**config.mk**
```make
export PLATFORM = sky130hd
export DESIGN_NAME = occs_top
export DESIGN_NICKNAME = d
export VERILOG_FILES = /design/src/include/occs_pkg.sv /design/src/include/occs_path_if.sv /design/src/hw/occs_out_path.sv /design/src/hw/occs_top.sv
export SDC_FILE = /design/constraint.sdc
export NUM_CORES = 1
export LEC_CHECK = 0
export BUFFER_PORTS_ARGS = -buffer_cell sky130_fd_sc_hd__buf_4
export CAP_MARGIN = 5
export CORE_MARGIN = 3
export CORE_UTILIZATION = 33
export CTS_BUF_LIST = sky130_fd_sc_hd__clkbuf_8 sky130_fd_sc_hd__clkbuf_16
export DETAILED_ROUTE_END_ITERATION = 6
export PLACE_DENSITY = 0.6
export SLEW_MARGIN = 20
export SYNTH_ARGS = -nofsm -noshare
export SYNTH_HDL_FRONTEND = slang
export SYNTH_SLANG_ARGS = --single-unit
export TNS_END_PERCENT = 100
```
**constraint.sdc**
```tcl
create_clock -name i_ref_clk -period 4.9 [get_ports i_ref_clk]
set_clock_uncertainty 0.05 [all_clocks]
set_input_delay 0.735 -clock i_ref_clk [delete_from_list [all_inputs] [get_ports i_ref_clk]]
set_output_delay 0.735 -clock i_ref_clk [all_outputs]
set_load 0.02 [all_outputs]
```
**src/include/occs_pkg.sv**
```systemverilog
// package: register map, field positions and codes for output clock control/status
package occs_pkg;

  localparam int NUM_OUT = 3;

  // register offsets (byte-wide register space)
  localparam logic [7:0] ADDR_STATUS_1   = 8'h53;
  localparam logic [7:0] ADDR_STATUS_2   = 8'h54;
  localparam logic [7:0] ADDR_STATUS_3   = 8'h55;
  localparam logic [7:0] ADDR_IRQ_SUM    = 8'h45;
  localparam logic [7:0] ADDR_PHASE_STAT = 8'h46;
  localparam logic [7:0] ADDR_MUX_SEL    = 8'h30;
  localparam logic [7:0] ADDR_DIV_CFG_1  = 8'h60;
  localparam logic [7:0] ADDR_DRV_CFG_1  = 8'h61;
  localparam logic [7:0] ADDR_SRC_CFG_1  = 8'h62;
  localparam logic [7:0] ADDR_CFG_STRIDE = 8'h10;

  // status register bits
  localparam int SR_SLOW_IE  = 7;
  localparam int SR_SLOW_L   = 6;
  localparam int SR_SLOW_LVL = 5;
  localparam int SR_RES_IE   = 4;
  localparam int SR_RES_L    = 3;
  localparam int SR_HALT_IE  = 2;
  localparam int SR_HALT_L   = 1;
  localparam int SR_HALT_LV  = 0;

  // phase status bits
  localparam int PS_BUSY  = 1;
  localparam int PS_ARMED = 0;

  // mux select fields
  localparam int MX_PIN_SW = 6;
  localparam int MX_ALT_LO = 3;
  localparam int MX_PRI_LO = 0;

  // divider config
  localparam int DC_PHASE_EN = 7;

  // driver config fields
  localparam int DR_INV     = 6;
  localparam int DR_DRV_LO  = 4;
  localparam int DR_HIZ_HLT = 3;
  localparam int DR_FMT_LO  = 0;

  // source config bits
  localparam int SC_SLOW_EN = 7;
  localparam int SC_NEG_LS  = 5;
  localparam int SC_SRC_SEL = 4;

  // reset values
  localparam logic [7:0] RST_ZERO = 8'h00;

  // divider frequency ceiling, MHz
  localparam int MED_DIV_MAX_MHZ = 425;

  // input source codes
  typedef enum logic [2:0] {
    SRC_OSC = 3'h0,
    SRC_IN_A = 3'h1,
    SRC_IN_B = 3'h2,
    SRC_IN_C = 3'h3
  } occs_src_t;

  // output format codes
  typedef enum logic [2:0] {
    FMT_OFF     = 3'h0,
    FMT_CML_STD = 3'h1,
    FMT_CML_NAR = 3'h2,
    FMT_HSTL    = 3'h3,
    FMT_CMOS_IP = 3'h4,
    FMT_NEG_ONE = 3'h5,
    FMT_POS_ONE = 3'h6,
    FMT_CMOS_CP = 3'h7
  } occs_fmt_t;

endpackage

```
**src/include/occs_path_if.sv**
```systemverilog
// interface: per-output configuration and live path signals
`timescale 1ns/1ps
interface occs_path_if;
  logic [7:0] div_cfg;
  logic [7:0] drv_cfg;
  logic [7:0] src_cfg;
  logic       clk_hs;
  logic       clk_ms;
  logic       clk_ls;
  logic       halted;
  logic       pos_o;
  logic       pos_oe;
  logic       neg_o;
  logic       neg_oe;
  logic [3:0] drv_sect;
  logic       phase_part;
  modport ctrl (output div_cfg, drv_cfg, src_cfg, clk_hs, clk_ms, clk_ls, halted,
                input pos_o, pos_oe, neg_o, neg_oe, drv_sect, phase_part);
  modport path (input div_cfg, drv_cfg, src_cfg, clk_hs, clk_ms, clk_ls, halted,
                output pos_o, pos_oe, neg_o, neg_oe, drv_sect, phase_part);
endinterface

```
**src/hw/occs_out_path.sv**
```systemverilog
// output path: source select, polarity, format, enable and drive decode
`timescale 1ns/1ps
module occs_out_path (
  // configuration and clocks
  occs_path_if.path  pif,
  // global per-output enable
  input  wire logic  i_out_en
);

  logic       med_zero;
  logic       path_clk;
  logic       pclk;
  logic       neg_clk;
  logic       hiz_stop;
  logic [2:0] fmt;

  // zero divider bypasses source select, slow routing, halt hi-z and phase participation; inversion still applies
  assign med_zero = (pif.div_cfg[6:0] == 7'h00);
  // source select only valid when divider is nonzero
  assign path_clk = med_zero ? pif.clk_hs :
                    (pif.src_cfg[occs_pkg::SC_SRC_SEL] ? pif.clk_ls : pif.clk_ms);
  assign pclk     = path_clk ^ pif.drv_cfg[occs_pkg::DR_INV];
  // slow route to negative pin is never inverted
  assign neg_clk  = (pif.src_cfg[occs_pkg::SC_NEG_LS] && !med_zero) ? pif.clk_ls
                    : pclk;
  assign hiz_stop = pif.drv_cfg[occs_pkg::DR_HIZ_HLT] && pif.halted && !med_zero;
  assign fmt      = pif.drv_cfg[2:0];
  assign pif.phase_part = pif.div_cfg[occs_pkg::DC_PHASE_EN] && !med_zero;

  // drive sections: field value plus one sections on
  always_comb begin
    case (pif.drv_cfg[5:4])
      2'b00:   pif.drv_sect = 4'h1;
      2'b01:   pif.drv_sect = 4'h3;
      2'b10:   pif.drv_sect = 4'h7;
      default: pif.drv_sect = 4'hF;
    endcase
  end

  // format decode to pin drive
  always_comb begin
    pif.pos_o  = pclk;
    pif.neg_o  = ~pclk;
    pif.pos_oe = 1'b1;
    pif.neg_oe = 1'b1;
    case (fmt)
      occs_pkg::FMT_OFF: begin
        pif.pos_oe = 1'b0;
        pif.neg_oe = 1'b0;
      end
      occs_pkg::FMT_CMOS_IP: begin
        pif.neg_o = neg_clk;
      end
      occs_pkg::FMT_NEG_ONE: begin
        pif.pos_oe = 1'b0;
        pif.neg_o  = neg_clk;
      end
      occs_pkg::FMT_POS_ONE: begin
        pif.neg_oe = 1'b0;
      end
      occs_pkg::FMT_CMOS_CP: begin
        pif.neg_o = pif.src_cfg[occs_pkg::SC_NEG_LS] ? neg_clk : ~pclk;
      end
      default: begin
      end
    endcase
    // disabled output, or halted with hiz and a nonzero divider, wins over format
    if (!i_out_en || hiz_stop) begin
      pif.pos_oe = 1'b0;
      pif.neg_oe = 1'b0;
    end
  end

endmodule

```
**src/hw/occs_top.sv**
```systemverilog
// top: output clock path control and status registers for three outputs
`timescale 1ns/1ps
module occs_top (
  // clock and reset
  input  wire logic        i_ref_clk,
  input  wire logic        i_rst_b,
  // register port
  input  wire logic [7:0]  i_reg_addr,
  input  wire logic [7:0]  i_reg_wdata,
  input  wire logic        i_reg_wr,
  input  wire logic        i_reg_rd,
  output logic      [7:0]  o_reg_rdata,
  // selected input source clock and selector pin
  input  wire logic        i_path_clk,
  input  wire logic        i_switch_pin,
  output logic      [2:0]  o_mux_sel,
  // phase adjust engine status
  input  wire logic        i_phase_armed,
  input  wire logic        i_phase_busy,
  output logic      [2:0]  o_phase_part,
  // per-output slow divider clock, halt state and output enable
  input  wire logic [2:0]  i_slow_clk,
  input  wire logic [2:0]  i_halted,
  input  wire logic [2:0]  i_out_en,
  // output pins
  output logic      [2:0]  o_pos_pin,
  output logic      [2:0]  o_pos_pin_oe,
  output logic      [2:0]  o_neg_pin,
  output logic      [2:0]  o_neg_pin_oe,
  output logic      [11:0] o_drive_sect,
  output logic      [2:0]  o_irq_sum
);

  // ---------------------------------------------------------------
  // reset synchroniser
  // ---------------------------------------------------------------
  logic rst_meta;
  logic rst_n;

  // release reset through two flops
  always_ff @(posedge i_ref_clk or negedge i_rst_b) begin
    if (!i_rst_b) begin
      rst_meta <= 1'b0;
      rst_n    <= 1'b0;
    end else begin
      rst_meta <= 1'b1;
      rst_n    <= rst_meta;
    end
  end

  // ---------------------------------------------------------------
  // input synchronisers
  // ---------------------------------------------------------------
  logic [11:0] sync_a;
  logic [11:0] sync_b;
  logic [2:0]  slow_s;
  logic [2:0]  halt_s;
  logic        arm_s;
  logic        busy_s;
  logic        pin_s;

  // two flops on every asynchronous status input
  always_ff @(posedge i_ref_clk or negedge rst_n) begin
    if (!rst_n) begin
      sync_a <= 12'h000;
      sync_b <= 12'h000;
    end else begin
      sync_a <= {i_slow_clk, i_halted, i_phase_armed, i_phase_busy, i_switch_pin, 3'h0};
      sync_b <= sync_a;
    end
  end

  assign slow_s = sync_b[11:9];
  assign halt_s = sync_b[8:6];
  assign arm_s  = sync_b[5];
  assign busy_s = sync_b[4];
  assign pin_s  = sync_b[3];

  // ---------------------------------------------------------------
  // configuration registers
  // ---------------------------------------------------------------
  logic [7:0] mux_cfg;
  logic [7:0] div_cfg [3];
  logic [7:0] drv_cfg [3];
  logic [7:0] src_cfg [3];
  logic [2:0] ien_slow;
  logic [2:0] ien_res;
  logic [2:0] ien_halt;

  // address decode helper: which output's config block
  function automatic logic cfg_hit(input logic [7:0] addr, input logic [7:0] base,
                                   input int idx);
    cfg_hit = (addr == 8'(base + 8'(idx) * occs_pkg::ADDR_CFG_STRIDE));
  endfunction

  // mux select register
  always_ff @(posedge i_ref_clk or negedge rst_n) begin
    if (!rst_n) begin
      mux_cfg <= occs_pkg::RST_ZERO;
    end else if (i_reg_wr && i_reg_addr == occs_pkg::ADDR_MUX_SEL) begin
      mux_cfg <= i_reg_wdata;
    end
  end

  // effective input mux selection
  always_ff @(posedge i_ref_clk or negedge rst_n) begin
    if (!rst_n) begin
      o_mux_sel <= 3'h0;
    end else if (mux_cfg[occs_pkg::MX_PIN_SW] && pin_s) begin
      o_mux_sel <= mux_cfg[occs_pkg::MX_ALT_LO +: 3];
    end else begin
      o_mux_sel <= mux_cfg[occs_pkg::MX_PRI_LO +: 3];
    end
  end

  // ---------------------------------------------------------------
  // per-output config, status and paths
  // ---------------------------------------------------------------
  logic [2:0] slow_lat;
  logic [2:0] res_lat;
  logic [2:0] halt_lat;
  logic [2:0] slow_prev;
  logic [2:0] halt_prev;
  logic [2:0] slow_lvl;
  logic [2:0] slow_en;
  logic [2:0] sr_wr;
  logic [7:0] sr_val [3];

  genvar g;
  generate
    for (g = 0; g < occs_pkg::NUM_OUT; g++) begin : g_out
      occs_path_if pif ();

      // config registers for this output
      always_ff @(posedge i_ref_clk or negedge rst_n) begin
        if (!rst_n) begin
          div_cfg[g] <= occs_pkg::RST_ZERO;
          drv_cfg[g] <= occs_pkg::RST_ZERO;
          src_cfg[g] <= occs_pkg::RST_ZERO;
        end else if (i_reg_wr) begin
          if (cfg_hit(i_reg_addr, occs_pkg::ADDR_DIV_CFG_1, g)) begin
            div_cfg[g] <= i_reg_wdata;
          end
          if (cfg_hit(i_reg_addr, occs_pkg::ADDR_DRV_CFG_1, g)) begin
            drv_cfg[g] <= i_reg_wdata;
          end
          if (cfg_hit(i_reg_addr, occs_pkg::ADDR_SRC_CFG_1, g)) begin
            src_cfg[g] <= i_reg_wdata;
          end
        end
      end

      assign sr_wr[g]   = i_reg_wr &&
                          (i_reg_addr == 8'(occs_pkg::ADDR_STATUS_1 + 8'(g)));
      assign slow_en[g] = src_cfg[g][occs_pkg::SC_SLOW_EN];
      // level bit: 1 when slow clock low, forced low when disabled
      assign slow_lvl[g] = slow_en[g] & ~slow_s[g];

      // interrupt enables
      always_ff @(posedge i_ref_clk or negedge rst_n) begin
        if (!rst_n) begin
          ien_slow[g] <= 1'b0;
          ien_res[g]  <= 1'b0;
          ien_halt[g] <= 1'b0;
        end else if (sr_wr[g]) begin
          ien_slow[g] <= i_reg_wdata[occs_pkg::SR_SLOW_IE];
          ien_res[g]  <= i_reg_wdata[occs_pkg::SR_RES_IE];
          ien_halt[g] <= i_reg_wdata[occs_pkg::SR_HALT_IE];
        end
      end

      // edge history; halt tracks synced live state from reset
      always_ff @(posedge i_ref_clk or negedge rst_n) begin
        if (!rst_n) begin
          slow_prev[g] <= 1'b0;
          halt_prev[g] <= 1'b0;
        end else begin
          slow_prev[g] <= slow_s[g];
          halt_prev[g] <= halt_s[g];
        end
      end

      // latched flags: set wins over write-one clear
      always_ff @(posedge i_ref_clk or negedge rst_n) begin
        if (!rst_n) begin
          slow_lat[g] <= 1'b0;
          res_lat[g]  <= 1'b0;
          halt_lat[g] <= 1'b0;
        end else begin
          if (!slow_en[g]) begin
            slow_lat[g] <= 1'b0;
          end else if (slow_s[g] && !slow_prev[g]) begin
            slow_lat[g] <= 1'b1;
          end else if (sr_wr[g] && i_reg_wdata[occs_pkg::SR_SLOW_L]) begin
            slow_lat[g] <= 1'b0;
          end
          if (!halt_s[g] && halt_prev[g]) begin
            res_lat[g] <= 1'b1;
          end else if (sr_wr[g] && i_reg_wdata[occs_pkg::SR_RES_L]) begin
            res_lat[g] <= 1'b0;
          end
          if (halt_s[g] && !halt_prev[g]) begin
            halt_lat[g] <= 1'b1;
          end else if (sr_wr[g] && i_reg_wdata[occs_pkg::SR_HALT_L]) begin
            halt_lat[g] <= 1'b0;
          end
        end
      end

      assign sr_val[g] = {ien_slow[g], slow_lat[g], slow_lvl[g], ien_res[g], res_lat[g],
                          ien_halt[g], halt_lat[g], halt_s[g]};

      // summary: any latched flag with its enable
      assign o_irq_sum[g] = (ien_slow[g] & slow_lat[g]) | (ien_res[g] & res_lat[g]) |
                            (ien_halt[g] & halt_lat[g]);

      // connect path
      assign pif.div_cfg = div_cfg[g];
      assign pif.drv_cfg = drv_cfg[g];
      assign pif.src_cfg = src_cfg[g];
      assign pif.clk_hs  = i_path_clk;
      assign pif.clk_ms  = i_path_clk;
      assign pif.clk_ls  = i_slow_clk[g];
      // synced copy: the halt level comes from the output clock domain
      assign pif.halted  = halt_s[g];

      occs_out_path u_path (
        .pif      (pif.path),
        .i_out_en (i_out_en[g])
      );

      assign o_pos_pin[g]          = pif.pos_o;
      assign o_pos_pin_oe[g]       = pif.pos_oe;
      assign o_neg_pin[g]          = pif.neg_o;
      assign o_neg_pin_oe[g]       = pif.neg_oe;
      assign o_drive_sect[4*g +: 4] = pif.drv_sect;
      assign o_phase_part[g]       = pif.phase_part;
    end
  endgenerate

  // ---------------------------------------------------------------
  // read mux
  // ---------------------------------------------------------------
  logic [7:0] next_rdata;

  // registered read data
  always_comb begin
    next_rdata = 8'h00;
    case (i_reg_addr)
      occs_pkg::ADDR_STATUS_1:   next_rdata = sr_val[0];
      occs_pkg::ADDR_STATUS_2:   next_rdata = sr_val[1];
      occs_pkg::ADDR_STATUS_3:   next_rdata = sr_val[2];
      occs_pkg::ADDR_IRQ_SUM:    next_rdata = {5'h00, o_irq_sum};
      occs_pkg::ADDR_PHASE_STAT: next_rdata = {6'h00, busy_s, arm_s};
      occs_pkg::ADDR_MUX_SEL:    next_rdata = mux_cfg;
      default: begin
        for (int k = 0; k < occs_pkg::NUM_OUT; k++) begin
          if (cfg_hit(i_reg_addr, occs_pkg::ADDR_DIV_CFG_1, k)) next_rdata = div_cfg[k];
          if (cfg_hit(i_reg_addr, occs_pkg::ADDR_DRV_CFG_1, k)) next_rdata = drv_cfg[k];
          if (cfg_hit(i_reg_addr, occs_pkg::ADDR_SRC_CFG_1, k)) next_rdata = src_cfg[k];
        end
      end
    endcase
  end

  always_ff @(posedge i_ref_clk or negedge rst_n) begin
    if (!rst_n) begin
      o_reg_rdata <= 8'h00;
    end else if (i_reg_rd) begin
      o_reg_rdata <= next_rdata;
    end
  end

endmodule

```
Word level (Yosys, flattened, before mapping)
Cells that the tools add are included.
- register bits after elaboration: 135
- equality and inequality tests: 36
- multiplexer cells: 62
- bitwise operators: 27
- reduce and logical (&&, ||, !) cells: 86
- operators with widths (cell ; number):
    $eq A8 B7 Y1 const B ; 11
    $mux W8 ; 9
    $pmux W8 S6 ; 1
    $mux W1 ; 45
    $eq A3 B3 Y1 const B ; 12
    $pmux W4 S3 ; 3
    $logic_and A1 B1 Y1 ; 35
    $eq A8 B8 Y1 const B ; 3
    $logic_not A7 Y1 ; 3
    $reduce_and A2 Y1 ; 9
    $reduce_or A2 Y1 ; 9
    $logic_not A1 Y1 ; 15
    $and A1 B1 Y1 ; 12
    $reduce_bool A2 Y1 ; 6
    $logic_not A3 Y1 ; 3
    $ne A3 B1 Y1 const B ; 3
    $eq A8 B6 Y1 const B ; 1
    $eq A2 B1 Y1 const B ; 3
    $eq A2 B2 Y1 const B ; 3
    $logic_not A2 Y1 ; 3
    $not A1 Y1 ; 6
    $or A1 B1 Y1 ; 6
    $pmux W1 S2 ; 3
    $logic_or A1 B1 Y1 ; 3
    other kinds (2) ; 4

Logic depth before layout (Yosys ltp)
- depth in word-level cells: 11
- depth in mapped cells: 8

By module
Synthesis repeated with hierarchy kept, for this count alone.
- cell total of the unflattened synthesis: 651
- area, all modules: 7046.8 sq um
- modules (own cells, without submodules) (module ; instances ; cells each ; area each (sq um)):
    occs_top ; 1 ; 531 ; 6281.0
    occs_out_path ; 3 ; 40 ; 255.2

Worst setup path before layout
Ideal clock, no wire load.
- kind: reg-to-output
- from: register div_cfg, in the netlist g_out[2].pif.div_cfg[2]
- to: output o_neg_pin[2]
- data arrival time: 1.889 ns
- required time: 4.115 ns
- slack: 2.226 ns
- stages on the path, launching flop included: 7
- buffers on the path: 1
- cells stage by stage: dfrtp_1 or4_1 o41ai_2 mux2i_1 xnor2_1 mux2i_1 buf_4
- longest elaborated chain between the ends: 6
- elaborated cells between the ends (all ways): 9
- those cells by class: 4 x mux; 2 x bitwise; 3 x reduce/logical
- RTL lines (element ; RTL line ; RTL):
    start, declared ; occs_top.sv:83 ; logic [7:0] div_cfg [3];
    start signal, assigned by index ; occs_top.sv:137 ; div_cfg[g] <= occs_pkg::RST_ZERO;
    start signal, assigned by index ; occs_top.sv:142 ; div_cfg[g] <= i_reg_wdata;
    $logic_not A7 Y1 * ; occs_out_path.sv:18 ; assign med_zero = (pif.div_cfg[6:0] == 7'h00);
    $mux W1 * ; occs_out_path.sv:20 ; assign path_clk = med_zero ? pif.clk_hs :
    $xor A1 B1 Y1 * ; occs_out_path.sv:22 ; assign pclk = path_clk ^ pif.drv_cfg[occs_pkg::DR_INV];
    named net g_out[2].pif.pos_o ; occs_path_if.sv:11 ; logic pos_o;
    $mux W1 or $not A1 Y1 (tied branches) ; occs_out_path.sv:24, occs_out_path.sv:43, occs_out_path.sv:62 ;
    $mux W1 ; occs_out_path.sv:62 ; pif.neg_o = pif.src_cfg[occs_pkg::SC_NEG_LS] ? neg_clk : ~pclk;
    $pmux W1 S2 * ; occs_out_path.sv:46 ; case (fmt)
    end, declared ; occs_top.sv:28 ; output logic [2:0] o_neg_pin,
Mark *: on every way through the listed nets, which the timed path passes. The rest lies on a longest branch.

Worst setup path in the final report
- from: register div_cfg, in the netlist g_out[0].pif.div_cfg[2]
- to: output o_neg_pin[0]
- longest elaborated chain between the ends: 6
- elaborated cells between the ends (all ways): 9
- those cells by class: 4 x mux; 2 x bitwise; 3 x reduce/logical
- RTL lines (element ; RTL line):
    $logic_not A7 Y1 * ; occs_out_path.sv:18
    $mux W1 or $logic_not A1 Y1 (tied branches) ; occs_out_path.sv:20, occs_out_path.sv:24
    $xor A1 B1 Y1 or $logic_and A1 B1 Y1 (tied branches) ; occs_out_path.sv:22, occs_out_path.sv:24
    $mux W1 or $not A1 Y1 (tied branches) ; occs_out_path.sv:24, occs_out_path.sv:43, occs_out_path.sv:62
    $mux W1 ; occs_out_path.sv:62
    $pmux W1 S2 * ; occs_out_path.sv:46
Mark *: on every way between the ends. The rest lies on a longest branch, timed or not.

==> run summary <==
Synthesis
* 74 — count of unique library cells instantiated by Yosys
* 13.2% — area fraction in compound gates after synthesis
* 599 — cell count after synthesis
* sky130_fd_sc_hd__dfrtp_1 (135), sky130_fd_sc_hd__mux2_2 (89), sky130_fd_sc_hd__nand2_1 (36) — ranking of synthesized cells by instance count
* 49.1% — area fraction of the dominant cell type after synthesis
* multiplexers — combinational family with the most area after synthesis
* 17.8% — fraction of synthesized area in multiplexers
* 11.5 µm² — synthesized area divided by synthesized cell count
* 6880 µm² — post-synthesis instance area
* 0 — number of enable-type register cells in the synthesized netlist
* sky130_fd_sc_hd__dfrtp_1 — most common cell in the netlist
* 0% — Post-Synth Adder-Cell Area
* 13.4% — simple-gate share of the synthesized area
* 0 — number of warnings issued by yosys
* sky130_fd_sc_hd__dfrtp_1 (49%), sky130_fd_sc_hd__mux2_2 (15%), sky130_fd_sc_hd__buf_4 (2.3%) — largest cells by area after synthesis
* 100% — Post-synth ARST share
* 1.15% — parity-gate share of the synthesized area counting xor and xnor cells
* 49.1% — share of synthesized area occupied by flip-flops and latches
* sky130_fd_sc_hd__dfrtp_1 — leading area contributor after synthesis
* sky130_fd_sc_hd__dfrtp_1 — top flip-flop cell by instance count after synthesis
* 135 — flip-flop and latch count after synthesis

Pwr
* 43.0% — register share of total power
* 25.1% — switching portion of total power
* 3.68 nW — static leakage power
* 46.6% — proportion of power drawn by the clock network
* 2.85 mW — Overall Power
* 716 µW — Sw Pwr
* 2.13 mW — Internal
* 0.175 mV — IR Drop Worst-Case VDD
* 10.4% — relative contribution of combinational cells to total power
* 352 nW/µm² — Power Dens Cells

Floorplan
* 74 — I/O pins
* 20400 µm² — area of the placeable core
* 150 µm — die outline height
* 22600 µm² — area enclosed by the die boundary
* 33.8% — effective utilization at floorplan
* 150 µm — die width
* 52 — FP Rows

Place
* 70 — port bufs
* 1.03 — RD Place Congestion
* 14.9 mm — HPWL after detailed placement

Clock network
* 0.42 ns — insertion delay of the later-clocked pin in the worst-skew pair
* 2 — Clock Path Buffers
* 0 — Post-CTS Setup Bufs
* 17 — number of buffers added by the clock tree synthesis step
* 0 — cts hold-fix bufs
* yes — clock tree from TritonCTS
* 135 — sink count of the clock tree
* 4 — CTS H-tree lvls
* sky130_fd_sc_hd__clkbuf_16 — buffer type at the clock tree root
* 0 — post-cts resize count
* 0.06 ns — Reg clk slew, reported paths

Global routing
* 1 — number of antenna violations at the first check in global routing
* 5361 — number of global-route vias before repair
* 55 — pin count of the biggest net entering global routing
* 18.8% — Global Route Usage Sum
* 31.8 mm — wire length of the first global-routing pass
* 0 — total gr overflow

Run status
* design-rule violations — violated checks
* complete, but fails checks — status

STA
* 67.8% — share of the clock period used by the worst path after layout
* 0 — number of pins with negative max-slew slack in the final report
* 0.0333 ns — worst hold-check slack
* no — RSZ-0062 raised after global routing
* 0 — Fin. Hold Viols
* 26.4% — Worst slew margin
* 1.09 ns — worst-margin pin slew
* 0.301 GHz — Highest Clock Rate
* 3.32 ns — final critical path time including I/O delays and setup
* 0 ns — setup TNS after final layout
* 0 — number of setup violations in the final report

Routing
* 20.5 mm — wirelength, routed
* 365 — First DRT Iteration DRCs
* 7 — first-pass iteration count of the detailed router
* 1 — remaining routing DRC violations
* 22.2 µm — wire length per cell
* 5188 — number of vias in the routed layout
* 0 — count of nets left with antenna violations after detail routing
* 5.63 — per-cell via count in the routed design

Min path
* in -> async — Hold Crit Class

Setup path
* o_reg_rdata[5]$_DFFE_PN0P_ — Reg-to-Reg End
* reg -> out — Worst Setup Path Type
* output port — Critical Path End Type
* 4 — Worst Reg2Reg Path Length in Cells
* 2.54 ns — endpoint arrival time on the critical path
* 4.12 ns — data required time of the worst path
* flip-flop — launching element type of the critical path
* 3.08 ns — register-to-register path setup slack
* 3 — Worst Path Max Fanout
* g_out[0].pif.drv_cfg[5]$_DFFE_PN0P_ — launching point of the worst reg2reg path

Cells and area
* 672 — final layout net count
* 1951 — # fillers
* 0 — number of antenna diodes
* 34.2% — layout cells sized above 1
* 17.4% — P&R area growth vs syn
* 39.7% — final cell utilization of the core

Run
* 0 — max-capacitance violation count

## sequential cells by signal, summed over array words and instances, names as in the netlist, 8 cells and up
signal and cells:
g_out.pif.src_cfg 24, g_out.pif.drv_cfg 24, mux_cfg 8, sync_a 9, sync_b 9, o_reg_rdata 8, g_out.pif.div_cfg 24
## critical path, stage by stage, from the launching register on
cell                      delay, ns
sky130_fd_sc_hd__dfrtp_1       0.40
sky130_fd_sc_hd__or4_1         0.57
sky130_fd_sc_hd__o41ai_2       0.31
sky130_fd_sc_hd__mux2i_1       0.26
sky130_fd_sc_hd__xnor2_1       0.20
sky130_fd_sc_hd__mux2i_1       0.22
sky130_fd_sc_hd__buf_4         0.16
## power groups by stage
stage                     logic (mW)  clock network, mW  registers (mW)
after floorplan                0.185                  0            1.24
after global placement         0.290                  0            1.24
after detailed placement       0.295                  0            1.25
after CTS                      0.296               1.36            1.23
after global routing           0.319               1.41            1.23
final                          0.295               1.33            1.23
## layout make-up
cell class                 instances  area [µm²]  area share (%)
clock buffer                      17         425            5.26
inverter                          14        52.6           0.650
clock inverter                    15         188            2.32
multi-input combinational        398        3150            39.0
timing repair buffer              73         548            6.78
tap                              270         338            4.18
sequential                       135        3380            41.8
## cell usage in the layout, fill, tap and decap left out, types with 4 or more instances in the layout
master / instances
sky130_fd_sc_hd__dfrtp_1: 134
sky130_fd_sc_hd__mux2_2: 89
sky130_fd_sc_hd__buf_4: 73
sky130_fd_sc_hd__nand2_1: 36
sky130_fd_sc_hd__nor2_1: 30
sky130_fd_sc_hd__a21oi_1: 18
sky130_fd_sc_hd__nand3_1: 18
sky130_fd_sc_hd__clkbuf_16: 17
sky130_fd_sc_hd__inv_1: 15
sky130_fd_sc_hd__o22ai_1: 15
sky130_fd_sc_hd__a22oi_1: 11
sky130_fd_sc_hd__o21ai_0: 10
sky130_fd_sc_hd__a211oi_1: 10
sky130_fd_sc_hd__mux2i_1: 9
sky130_fd_sc_hd__nor3_1: 9
sky130_fd_sc_hd__mux2_4: 8
sky130_fd_sc_hd__nor2b_1: 7
sky130_fd_sc_hd__nand2b_1: 6
sky130_fd_sc_hd__or4_1: 5
sky130_fd_sc_hd__xnor2_1: 5
sky130_fd_sc_hd__and2_1: 5
sky130_fd_sc_hd__a31oi_1: 5
sky130_fd_sc_hd__o31ai_1: 5
sky130_fd_sc_hd__a22o_1: 5
sky130_fd_sc_hd__or2_2: 4
sky130_fd_sc_hd__a222oi_1: 4
sky130_fd_sc_hd__xor2_1: 4
sky130_fd_sc_hd__or4b_1: 4
sky130_fd_sc_hd__conb_1: 4
sky130_fd_sc_hd__clkinv_2: 4
sky130_fd_sc_hd__bufinv_16: 4
## layer usage
layer / track usage (%) / wire, µm / vias up
met3: 4.33 / 1460 / 49
met2: 29.5 / 9520 / 233
li1: - / - / 2279
met5: 0 / 0 / -
met4: 8.33 / 698 / 0
met1: 24.9 / 8830 / 2627
## per-stage QoR
stage	instance area [µm²]	worst slack, ns	cells
2_1_floorplan	6900	0.810	602
3_3_place_gp	7470	1.88	890
3_5_place_dp	7470	1.99	890
4_1_cts	8080	1.54	922
5_1_grt	8080	1.41	922
6_report	8080	1.58	922
## worst max path at each step
| stage | startpoint | end | slack [ns] | cells after the start |
|---|---|---|---|---|
| floorplan | rst_n$_DFF_PN0_ | g_out[0].pif.div_cfg[0]$_DFFE_PN0P_ | 0.81 | 0 |
| global placement | i_reg_addr[4] | g_out[2].pif.drv_cfg[5]$_DFFE_PN0P_ | 1.88 | 4 |
| detailed placement | i_reg_addr[0] | o_reg_rdata[1]$_DFFE_PN0P_ | 1.99 | 6 |
| CTS | g_out[0].pif.div_cfg[2]$_DFFE_PN0P_ | o_neg_pin[0] | 1.54 | 6 |
| global route | g_out[1].pif.div_cfg[2]$_DFFE_PN0P_ | o_neg_pin[1] | 1.41 | 6 |
| finish | g_out[0].pif.div_cfg[2]$_DFFE_PN0P_ | o_neg_pin[0] | 1.58 | 6 |
## cells by family after synthesis
family,count (synthesis)
and+or+nand+nor,156
xor gates and xnor gates,9
DFF,135
AOI/OAI and AO/OA,122
muxes,107
other,1
buffers and inverters,69
No activity file was read; power rests on OpenSTA's default activity.
